**src/logic/floppy_cmd_defs.svh**
```systemverilog
// constants for the floppy command phase decoder
`ifndef FLOPPY_CMD_DEFS_SVH
`define FLOPPY_CMD_DEFS_SVH
`define OP_VERIFY_LOW5   5'h16
`define OP_WRITE_LOW6    6'h05
`define OP_WRDEL_LOW6    6'h09
`define OP_FORMAT_MASK   8'hbf
`define OP_FORMAT_CODE   8'h0d
`define OP_VERSION       8'h10
`define OP_RECAL         8'h07
`define OP_SENSE_INT     8'h08
`define NPRM_SECTOR      4'h8
`define NPRM_FORMAT      4'h5
`define NPRM_RECAL       4'h1
`define RES_LEN_SECTOR   3'h7
`define RES_LEN_SENSE    3'h2
`define RES_LEN_ONE      3'h1
`define ST0_INVALID      8'h80
`define ST0_ABNORMAL     8'h40
`define ST0_SEEK_END     8'h20
`define ST0_EQUIP_CHECK  8'h10
`define ST1_NOT_WRITABLE 8'h02
`define ST1_DATA_ERROR   8'h20
`define BIT_MULTI_TRACK  7
`define BIT_DENSITY      6
`define BIT_SKIP         5
`define BIT_COUNT_CHECK  7
`define BIT_HEAD         2
`define SECTOR_BASE_LEN  15'h0080
`define STEP_TIME_NS     3000
`define CLK_PERIOD_NS    10
`define STEP_CYCLES      ((`STEP_TIME_NS + `CLK_PERIOD_NS - 1) / `CLK_PERIOD_NS)
`define MAX_STEPS        8'h50
`endif

```
**src/logic/floppy_cmd_pkg.sv**
```systemverilog
// types of the floppy command phase decoder
`default_nettype none
package floppy_cmd_pkg;
  typedef enum logic [6:0] {
    ST_IDLE   = 7'h01,
    ST_PARAM  = 7'h02,
    ST_WRITE  = 7'h04,
    ST_VERIFY = 7'h08,
    ST_FORMAT = 7'h10,
    ST_RECAL  = 7'h20,
    ST_RESULT = 7'h40
  } phase_e;

  typedef struct packed {
    phase_e          state;
    logic [7:0]      cmd;
    logic [7:0][7:0] prm;
    logic [3:0]      pidx;
    logic [3:0]      nprm;
    logic            in_rdy;
    logic [6:0][7:0] res;
    logic [2:0]      ridx;
    logic [2:0]      rlen;
    logic            res_v;
    logic [7:0]      res_d;
    logic [14:0]     bcnt;
    logic [7:0]      rec;
    logic [7:0]      scnt;
    logic [3:0][7:0] present_cylinder_number;
    logic            irq;
    logic [7:0]      irq_st0;
    logic [1:0]      irq_drv;
    logic            step;
    logic            dir;
    logic [15:0]     tmr;
    logic [7:0]      steps;
    logic            vreq;
    logic [7:0]      vlast;
    logic            deleted;
    logic [1:0]      ds;
    logic            hd;
  } ctrl_s;
endpackage
`default_nettype wire

```
**src/logic/byte_fifo.sv**
```systemverilog
// show-ahead fifo with registered read data
`default_nettype none
module byte_fifo #(
  parameter int WIDTH = 8,
  parameter int DEPTH = 32
) (
  input  wire logic                       clk,
  input  wire logic                       reset_n,
  input  wire logic                       in_valid,
  input  wire logic [WIDTH-1:0]           in_data,
  output logic                            in_ready,
  output logic                            out_valid,
  output logic [WIDTH-1:0]                out_data,
  input  wire logic                       out_ready,
  output logic [$clog2(DEPTH+1)-1:0]      level
);
  localparam int AW = $clog2(DEPTH);
  localparam int LW = $clog2(DEPTH+1);
  // pointers wrap by overflow, so the depth must be a power of two
  if (DEPTH < 4 || (1 << AW) != DEPTH || WIDTH < 1) begin : g_size_check
    $error("byte_fifo: bad WIDTH or DEPTH");
  end

  typedef struct packed {
    logic [DEPTH-1:0][WIDTH-1:0] mem;
    logic [AW-1:0]               wp;
    logic [AW-1:0]               rp;
    logic [LW-1:0]               cnt;
    logic                        ov;
    logic [WIDTH-1:0]            od;
    logic                        ir;
  } fifo_s;
  fifo_s q, d;

  // one push and one pop per cycle; read data looks ahead at the next head
  always_comb begin
    logic push;
    logic pop;
    push = in_valid && q.ir;
    pop  = q.ov && out_ready;
    d = q;
    if (push) begin
      d.mem[q.wp] = in_data;
      d.wp = q.wp + AW'(1);
    end
    if (pop) d.rp = q.rp + AW'(1);
    d.cnt = q.cnt + LW'(push) - LW'(pop);
    d.ov  = d.cnt != '0;
    d.od  = d.mem[d.rp];
    d.ir  = d.cnt != LW'(DEPTH);
  end

  always_ff @(posedge clk) begin
    if (!reset_n) q <= '0;
    else q <= d;
  end

  assign in_ready  = q.ir;
  assign out_valid = q.ov;
  assign out_data  = q.od;
  assign level     = q.cnt;
endmodule
`default_nettype wire

```
**src/logic/floppy_cmd_phase_decoder.sv**
```systemverilog
// command, execution and result phases of a floppy controller
//
// Behaviour
// - verify: flags byte, drive byte with count-check bit, seven sector parameters
// - verify execution checks sectors on the medium, moves no data bytes
// - write commands: flags, drive byte, seven parameters; host bytes go to drive
// - verify and writes return three status bytes then C, H, R, N
// - recalibrate steps outward to track zero, raises interrupt, no result
// - sense interrupt status answers status byte zero first
// - sense interrupt status second byte is the present cylinder number
// - unknown command does nothing and returns one byte 80h
`include "floppy_cmd_defs.svh"
`default_nettype none
module floppy_cmd_phase_decoder #(
  parameter int          FIFO_DEPTH = 32,
  parameter logic [7:0]  VERSION_ID = 8'h5a  // arbitrary value
) (
  input  wire logic       clk,
  input  wire logic       reset_n,
  input  wire logic       cmd_valid,
  input  wire logic [7:0] cmd_data,
  output logic            cmd_ready,
  output logic            res_valid,
  output logic [7:0]      res_data,
  input  wire logic       res_ready,
  output logic            wr_valid,
  output logic [7:0]      wr_data,
  input  wire logic       wr_ready,
  output logic            write_deleted,
  output logic            verify_req,
  output logic [7:0]      verify_last,
  input  wire logic       verify_done,
  input  wire logic       verify_fail,
  input  wire logic       write_protect,
  input  wire logic       track_zero,
  output logic            step,
  output logic            step_inward,
  output logic [1:0]      drive_select,
  output logic            head_select_bit,
  output logic            interrupt
);
  localparam int LW = $clog2(FIFO_DEPTH+1);
  localparam logic [15:0] STEP_CYC = 16'(`STEP_CYCLES);
  // the ready margin needs a few spare fifo slots beyond the byte in flight
  if (FIFO_DEPTH < 8) begin : g_depth_check
    $error("floppy_cmd_phase_decoder: FIFO_DEPTH too small");
  end

  floppy_cmd_pkg::ctrl_s q, d;
  logic          acc;
  logic          push;
  logic [LW-1:0] lvl;
  logic          fifo_in_ready;

  assign acc  = cmd_valid && q.in_rdy;
  assign push = acc && (q.state == floppy_cmd_pkg::ST_WRITE || q.state == floppy_cmd_pkg::ST_FORMAT);

  byte_fifo #(.WIDTH(8), .DEPTH(FIFO_DEPTH)) u_fifo (
    .clk       (clk),
    .reset_n   (reset_n),
    .in_valid  (push),
    .in_data   (cmd_data),
    .in_ready  (fifo_in_ready),
    .out_valid (wr_valid),
    .out_data  (wr_data),
    .out_ready (wr_ready),
    .level     (lvl)
  );

  // command decode, execution sequencing and result shifting
  always_comb begin
    logic [14:0] bps;
    logic [7:0]  st0;
    logic [7:0]  st1;
    logic        fin;
    bps = '0;
    st0 = '0;
    st1 = '0;
    fin = 1'b0;
    d = q;
    d.step = 1'b0;
    bps = (q.prm[4] == 8'h00) ? {7'h00, q.prm[7]} : (`SECTOR_BASE_LEN << q.prm[4][2:0]);
    st0 = {5'h00, q.hd, q.ds};
    unique case (q.state)
      floppy_cmd_pkg::ST_IDLE: if (acc) begin
        d.cmd = cmd_data;
        d.pidx = '0;
        d.state = floppy_cmd_pkg::ST_PARAM;
        d.res = '0;
        if (cmd_data[4:0] == `OP_VERIFY_LOW5) d.nprm = `NPRM_SECTOR;
        else if (cmd_data[5:0] == `OP_WRITE_LOW6 || cmd_data[5:0] == `OP_WRDEL_LOW6) d.nprm = `NPRM_SECTOR;
        else if ((cmd_data & `OP_FORMAT_MASK) == `OP_FORMAT_CODE) d.nprm = `NPRM_FORMAT;
        else if (cmd_data == `OP_RECAL) d.nprm = `NPRM_RECAL;
        else begin
          d.state = floppy_cmd_pkg::ST_RESULT;
          d.rlen = `RES_LEN_ONE;
          if (cmd_data == `OP_VERSION) d.res[0] = VERSION_ID;
          else if (cmd_data == `OP_SENSE_INT && q.irq) begin
            d.res[0] = q.irq_st0;
            d.res[1] = q.present_cylinder_number[q.irq_drv];
            d.rlen = `RES_LEN_SENSE;
            d.irq = 1'b0;
          end else d.res[0] = `ST0_INVALID;
        end
      end
      floppy_cmd_pkg::ST_PARAM: if (acc) begin
        d.prm[q.pidx[2:0]] = cmd_data;  // index stays below eight while collecting
        d.pidx = q.pidx + 4'h1;
        if (q.pidx == 4'h0) begin
          d.ds = cmd_data[1:0];
          d.hd = (q.cmd == `OP_RECAL) ? 1'b0 : cmd_data[`BIT_HEAD];
        end
        if (d.pidx == q.nprm) begin
          d.bcnt = '0;
          d.scnt = '0;
          d.rec = q.prm[3];
          d.deleted = q.cmd[3];
          if (q.cmd[4:0] == `OP_VERIFY_LOW5) begin
            d.state = floppy_cmd_pkg::ST_VERIFY;
            d.vreq = 1'b1;
            d.vlast = q.prm[0][`BIT_COUNT_CHECK] ? q.prm[3] + cmd_data - 8'h01 : q.prm[5];
          end else if (q.cmd == `OP_RECAL) begin
            d.state = floppy_cmd_pkg::ST_RECAL;
            d.tmr = '0;
            d.steps = '0;
          end else if (q.nprm == `NPRM_FORMAT) d.state = floppy_cmd_pkg::ST_FORMAT;
          else d.state = floppy_cmd_pkg::ST_WRITE;
        end
      end
      floppy_cmd_pkg::ST_WRITE: if (write_protect) fin = 1'b1;
      else if (acc) begin
        d.bcnt = q.bcnt + 15'h1;
        if (d.bcnt == bps) begin
          d.bcnt = '0;
          if (q.rec == q.prm[5]) fin = 1'b1;
          else d.rec = q.rec + 8'h01;
        end
      end
      floppy_cmd_pkg::ST_VERIFY: if (verify_done) begin
        d.vreq = 1'b0;
        d.rec = q.vlast;
        fin = 1'b1;
      end
      floppy_cmd_pkg::ST_FORMAT: if (write_protect) fin = 1'b1;
      else if (acc) begin
        d.bcnt = q.bcnt + 15'h1;
        if (q.bcnt[1:0] == 2'h3) begin
          d.scnt = q.scnt + 8'h01;
          if (d.scnt == q.prm[2]) fin = 1'b1;
        end
      end
      floppy_cmd_pkg::ST_RECAL: if (q.tmr != '0) d.tmr = q.tmr - 16'h1;
      else if (track_zero || q.steps == `MAX_STEPS) begin
        d.present_cylinder_number[q.ds] = 8'h00;
        d.irq = 1'b1;
        d.irq_drv = q.ds;
        d.irq_st0 = st0 | `ST0_SEEK_END | (track_zero ? 8'h00 : (`ST0_ABNORMAL | `ST0_EQUIP_CHECK));
        d.state = floppy_cmd_pkg::ST_IDLE;
      end else begin
        d.step = 1'b1;
        d.steps = q.steps + 8'h01;
        d.tmr = STEP_CYC - 16'h1;
      end
      floppy_cmd_pkg::ST_RESULT: if (q.res_v && res_ready) begin
        if (q.ridx == q.rlen - 3'h1) begin
          d.res_v = 1'b0;
          d.state = floppy_cmd_pkg::ST_IDLE;
        end else begin
          d.ridx = q.ridx + 3'h1;
          d.res_d = q.res[d.ridx];
        end
      end
      default: d.state = floppy_cmd_pkg::ST_IDLE;
    endcase
    // finished execution loads the seven result bytes, except that format loads only the three status bytes
    if (fin) begin
      st1 = write_protect && q.state != floppy_cmd_pkg::ST_VERIFY ? `ST1_NOT_WRITABLE : 8'h00;
      if (q.state == floppy_cmd_pkg::ST_VERIFY && verify_fail) st1 = `ST1_DATA_ERROR;
      d.res[0] = st0 | (st1 != 8'h00 ? `ST0_ABNORMAL : 8'h00);
      d.res[1] = st1;
      d.res[2] = 8'h00;
      if (q.state != floppy_cmd_pkg::ST_FORMAT) begin
        d.res[3] = q.prm[1];
        d.res[4] = q.prm[2];
        d.res[5] = d.rec;
        d.res[6] = q.prm[4];
      end
      d.rlen = `RES_LEN_SECTOR;
      d.state = floppy_cmd_pkg::ST_RESULT;
    end
    if (d.state == floppy_cmd_pkg::ST_RESULT && q.state != floppy_cmd_pkg::ST_RESULT) begin
      d.ridx = '0;
      d.res_v = 1'b1;
      d.res_d = d.res[0];
    end
    // registered ready keeps one slot spare for a byte already in flight
    d.in_rdy = d.state == floppy_cmd_pkg::ST_IDLE || d.state == floppy_cmd_pkg::ST_PARAM ||
               ((d.state == floppy_cmd_pkg::ST_WRITE || d.state == floppy_cmd_pkg::ST_FORMAT) &&
                fifo_in_ready && lvl < LW'(FIFO_DEPTH - 2) && !write_protect);
  end

  always_ff @(posedge clk) begin
    if (!reset_n) begin
      q <= '0;
      q.state <= floppy_cmd_pkg::ST_IDLE;
      q.in_rdy <= 1'b1;
    end else q <= d;
  end

  assign cmd_ready       = q.in_rdy;
  assign res_valid       = q.res_v;
  assign res_data        = q.res_d;
  assign write_deleted   = q.deleted;
  assign verify_req      = q.vreq;
  assign verify_last     = q.vlast;
  assign step            = q.step;
  assign step_inward     = q.dir;
  assign drive_select    = q.ds;
  assign head_select_bit = q.hd;
  assign interrupt       = q.irq;
endmodule
`default_nettype wire

```
**config.mk**
```make
export PLATFORM = sky130hd
export DESIGN_NAME = floppy_cmd_phase_decoder
export DESIGN_NICKNAME = d
export VERILOG_FILES = /design/src/logic/floppy_cmd_pkg.sv /design/src/logic/byte_fifo.sv /design/src/logic/floppy_cmd_phase_decoder.sv
export VERILOG_INCLUDE_DIRS = /design/src /design/src/logic
export SDC_FILE = /design/constraint.sdc
export NUM_CORES = 1
export LEC_CHECK = 0
export ABC_AREA = 0
export BUFFER_PORTS_ARGS = -buffer_cell sky130_fd_sc_hd__buf_2
export CORE_MARGIN = 2
export CORE_UTILIZATION = 50
export DETAILED_ROUTE_END_ITERATION = 8
export GPL_TIMING_DRIVEN = 1
export PLACE_DENSITY = 0.66
export SKIP_LAST_GASP = 1
export SYNTH_ARGS = -nofsm -noshare
export SYNTH_HDL_FRONTEND = slang
export SYNTH_HIERARCHICAL = 1
export SYNTH_SLANG_ARGS = --single-unit
```
**constraint.sdc**
```tcl
create_clock -name clk -period 5 [get_ports clk]
set_clock_uncertainty 0.1 [all_clocks]
set_input_delay 0.25 -clock clk [delete_from_list [all_inputs] [get_ports clk]]
set_output_delay 0.25 -clock clk [all_outputs]
set_load 0.02 [all_outputs]
```
# After elaboration in Yosys (flattened, before gate mapping)
# Index checks and enable logic that the tools add are counted.
[totals] input_bits=17 reg_bits=545 out_inout_bits=35 elab_cells=354
[classes] n_shift=1 bitwise=8 reduce_logical=61 n_eq_ne=60 addsub=14 n_mux=121 magnitude_cmp=10
[op_table] operator="two-way mux 261 bit" count=1
[op_table] operator="bitwise mux 256 bit" count=1
[op_table] operator="two-way mux 56 bit" count=3
[op_table] operator="two-way mux 8 bit" count=20
[op_table] operator="two-way mux 7 bit" count=15
[op_table] operator="two-way mux 16 bit" count=5
[op_table] operator="two-way mux 24 bit" count=3
[op_table] operator="two-way mux 23 bit" count=3
[op_table] operator="bitwise mux 64 bit" count=1
[op_table] operator="two-way mux 31 bit" count=2
[op_table] operator="two-way mux 15 bit" count=4
[op_table] operator="one-hot mux 24 bit (2 select lines)" count=1
[op_table] operator="one-hot mux 15 bit (3 select lines)" count=1
[op_table] operator="binary-select mux 8 bit (select 5 bit)" count=1
[op_table] operator="demux 8 bit (select 5 bit)" count=1
[op_table] operator="inequality test 2 bit (second input constant)" count=20
[op_table] operator="two-way mux 37 bit" count=1
[op_table] operator="two-way mux 9 bit" count=4
[op_table] operator="one-hot mux 7 bit (5 select lines)" count=1
[op_table] operator="two-way mux 34 bit" count=1
[op_table] operator="AND 32 bit" count=1
[op_table] operator="two-way mux 32 bit" count=1
[op_table] operator="NOT 32 bit" count=1
[op_table] operator="adder 8 x 1 -> 8 bit (second input constant)" count=3
[op_table] operator="84 further kinds" count=180

# Depth between registers and ports, before layout
[depth] depth_word=14 ltp_mapped=17 ltp_nobuf=14

# Hierarchy
# The synthesis kept the hierarchy.
[modules_own_cells] mod="byte_fifo" instances=1 seq_area_each_um2=5645.4 area_each_um2=14332.5 cells_per_inst=1660
[modules_own_cells] mod="floppy_cmd_phase_decoder" instances=1 seq_area_each_um2=4844.6 area_each_um2=12371.9 cells_per_inst=1458

# Worst setup path after synthesis
# Ideal clock, no wire load.
[synth_path] path_kind="reg2reg" startpoint="register q[265] (netlist name)" endpoint="register u_fifo.q, in the netlist u_fifo/out_valid" stages_incl_launch_ff=15 setup_ps=125 required_time_ps=4775 n_path_buf=3 arrival_ps=3422 path_slack_ps=1352 period_less_slack_ps=3648 cell_sequence="dfxtp_1 > nor3_2 > and4b_1 > clkbuf_1 > nor2_1 > nor2_1 > buf_4 > and2_1 > clkbuf_1 > ha_1 > inv_1 > fa_1 > xnor2_1 > or3b_2 > o41a_1"
[synth_lines] item="to (signal assigned)" line_no="byte_fifo.sv:54" text="if (!reset_n) q <= '0;"
[synth_lines] item="to (signal assigned)" line_no="byte_fifo.sv:55" text="else q <= d;"
[synth_lines] item="to (decl)" line_no="byte_fifo.sv:33" text="fifo_s q, d;"

==> flow_metrics.env <==
export IMPL_clkTransAtPathRegs_ns=0.07
export IMPL_worstPathArrival_ns=5.05
export IMPL_crit_path_top_delay_cell="and3b_1"
export IMPL_cts_sinks=524
export IMPL_final_common_cell="dfxtp_1"
export IMPL_cts_tree="yes"
export IMPL_crit_chain="nor3_2, and4b_2, nor2_1, nor2_1, buf_4, and3b_1, nand2_1, a311oi_1, o21bai_1, a31oi_1, o32ai_1"
export IMPL_syn_area_mm2=0.0267
export IMPL_static_leakage_power_nw=10.4
export IMPL_drive_gt1_share_pct=11.1
export IMPL_wl_mm=81.5
export IMPL_place_port_buffers=50
export IMPL_areaGrowthSynthToFinish_pct=9.35
export IMPL_drv_cap=0
export IMPL_place_congestion=0.983
export IMPL_hold_violations=0
export IMPL_post_route_period_util_pct=93.3
export IMPL_clkLatencyLatePin_ns=0.64
export IMPL_core_area_mm2=0.0527
export IMPL_clockBufferDepth=3
export IMPL_core_rowCount=84
export IMPL_critical_path_max_stage_delay_ns=0.62
export IMPL_via_count=23300
export IMPL_worst_pin_slew_ns=1.28
export IMPL_crit_path_end_kind="register"
export IMPL_wl_per_cell_um=21.5
export IMPL_syn_num_nets=3170
export IMPL_grt_max_degree=110
export IMPL_die_area_mm2=0.0553
export IMPL_power_density_mw_per_mm2=346
export IMPL_fmax_mhz=214
export IMPL_initial_core_util_pct=50.7
export IMPL_final_cell_mix="dfxtp_1 (524), nand2_1 (437), nor2_1 (243), a21boi_0 (167), a21oi_1 (150)"
export IMPL_critPathMaxFanout=16
export IMPL_slew_headroom_pct=13.6
export IMPL_hpwl_mm=55.5
export IMPL_cts_root_buf="clkbuf_16"
export IMPL_setup_viol=0
export IMPL_hold_slack_ns=0.0455
export IMPL_vias_per_cell=6.15
export IMPL_cp_start_kind="register"
export IMPL_ant_nets=0
export IMPL_ioPinCount=52
export IMPL_crit_type="register to register"
export IMPL_p_total_mw=10.1
export IMPL_synth_avg_cell_area_um2=8.56
export IMPL_die_x_um=235
export IMPL_post_route_min_period_ns=4.67
export IMPL_drtPass1Iterations=6
export IMPL_peakVddDrop_mv=0.293
export IMPL_required_ns=5.39
export IMPL_min_path_type="input port to register"
export IMPL_die_h_um=235
export IMPL_cts_buffers=57
export IMPL_grt_ovfl_total=0
export IMPL_setup_tns_ns=0
export IMPL_first_iter_violations=2409
export IMPL_grt_pass1_vias=22100
export IMPL_h_tree_depth=2
export IMPL_antenna_found_initial=1
export IMPL_syn_instance_count=3117
export IMPL_nets=3101
export IMPL_post_route_drc_count=0
export IMPL_gr_usage_all_layers_pct=28.6
export IMPL_cp_common_cell="nor2_1"
export IMPL_maxSlewViolCount=0
export IMPL_rsz0062_at_grt="false"
export IMPL_ys_warn_count=6
export IMPL_outcome="finished clean"
export IMPL_fill_cells=4756
export IMPL_grt_pass1_wl_mm=127
[cell type report]
cell class | instances | area [um2] | share of cell area (%)
Inverter | 63 | 239 | 0.819
Clock buffer | 74 | 1630 | 5.58
Antenna cell | 2 | 5.00 | 0.0171
Timing Repair Buffer | 111 | 744 | 2.55
Sequential cell | 524 | 10500 | 35.9
Multi-Input combinational cell | 2291 | 14800 | 50.8
Clock inverter | 34 | 402 | 1.38
Tap cell | 688 | 861 | 2.95
[what timing repair did]
action	CTS	global route
buffers inserted	0	2
setup endpoints to repair	0	5
endpoints found under the hold margin	21	0
resized for setup	0	4
hold buffers	7	0
[flip-flops by register name, indices dropped and copies added, names as in the netlist]
register	cells
cmd_ready	1
u_fifo/in_ready	1
u_fifo/out_valid	1
verify_last	8
u_fifo/q	266
q	217
u_fifo/out_data	8
res_valid	1
interrupt	1
u_fifo/level	6
res_data	8
drive_select	2
verify_req	1
head_select_bit	1
step	1
write_deleted	1
[per-layer routing]
metal  wire length (um)  share of wire (%)  vias to the layer above  global-route usage, %
li1                   -                  -                    10900                      -
met1              33800                 42                    11200                   37.1
met2              37600                 46                      934                   46.8
met3               6000                7.4                      242                   4.08
met4               4050                5.0                        0                   13.7
met5                  0                  0                        -                      0
[path summary, 6_finish.rpt]
kind / from / end / slack [ns] / cells after the start
max: q[265]$_SDFF_PN1_ / u_fifo/out_data[0]$_SDFF_PN0_ / 0.33 / 11
min: verify_fail / q[141]$_SDFFE_PN0P_ / 0.05 / 5
max reg2reg: q[265]$_SDFF_PN1_ / u_fifo/out_data[0]$_SDFF_PN0_ / 0.33 / 11
min reg2reg: q[68]$_SDFFE_PN0P_ / q[68]$_SDFFE_PN0P_ / 0.35 / 1
[worst max-delay path, delay by kind of cell, from the launching register on]
kind	cells	cell delay, ns
AO/OA/AOI/OAI	4	1.40
buffers and inverters	1	0.24
flip-flops	1	0.47
AND/OR/NAND/NOR	6	2.30
[per-stage QoR]
step                std cells  worst slack (ns)  cell area, um2  utilization, %
floorplan                3117              1.35           26700               -
global placement         3668             0.349           27100            51.4
detailed placement       3668             0.313           27100            51.4
CTS                      3783             0.278           29200            55.4
global route             3785             0.100           29200            55.4
finish                   3787             0.334           29200            55.4
[report_power, final]
part	leakage, nW	internal [mW]	switching [mW]
Clock	0.996	2.63	1.87
Combinational	5.14	0.423	0.842
Sequential	4.22	4.24	0.0893
Power figures use the tool's default switching activity.
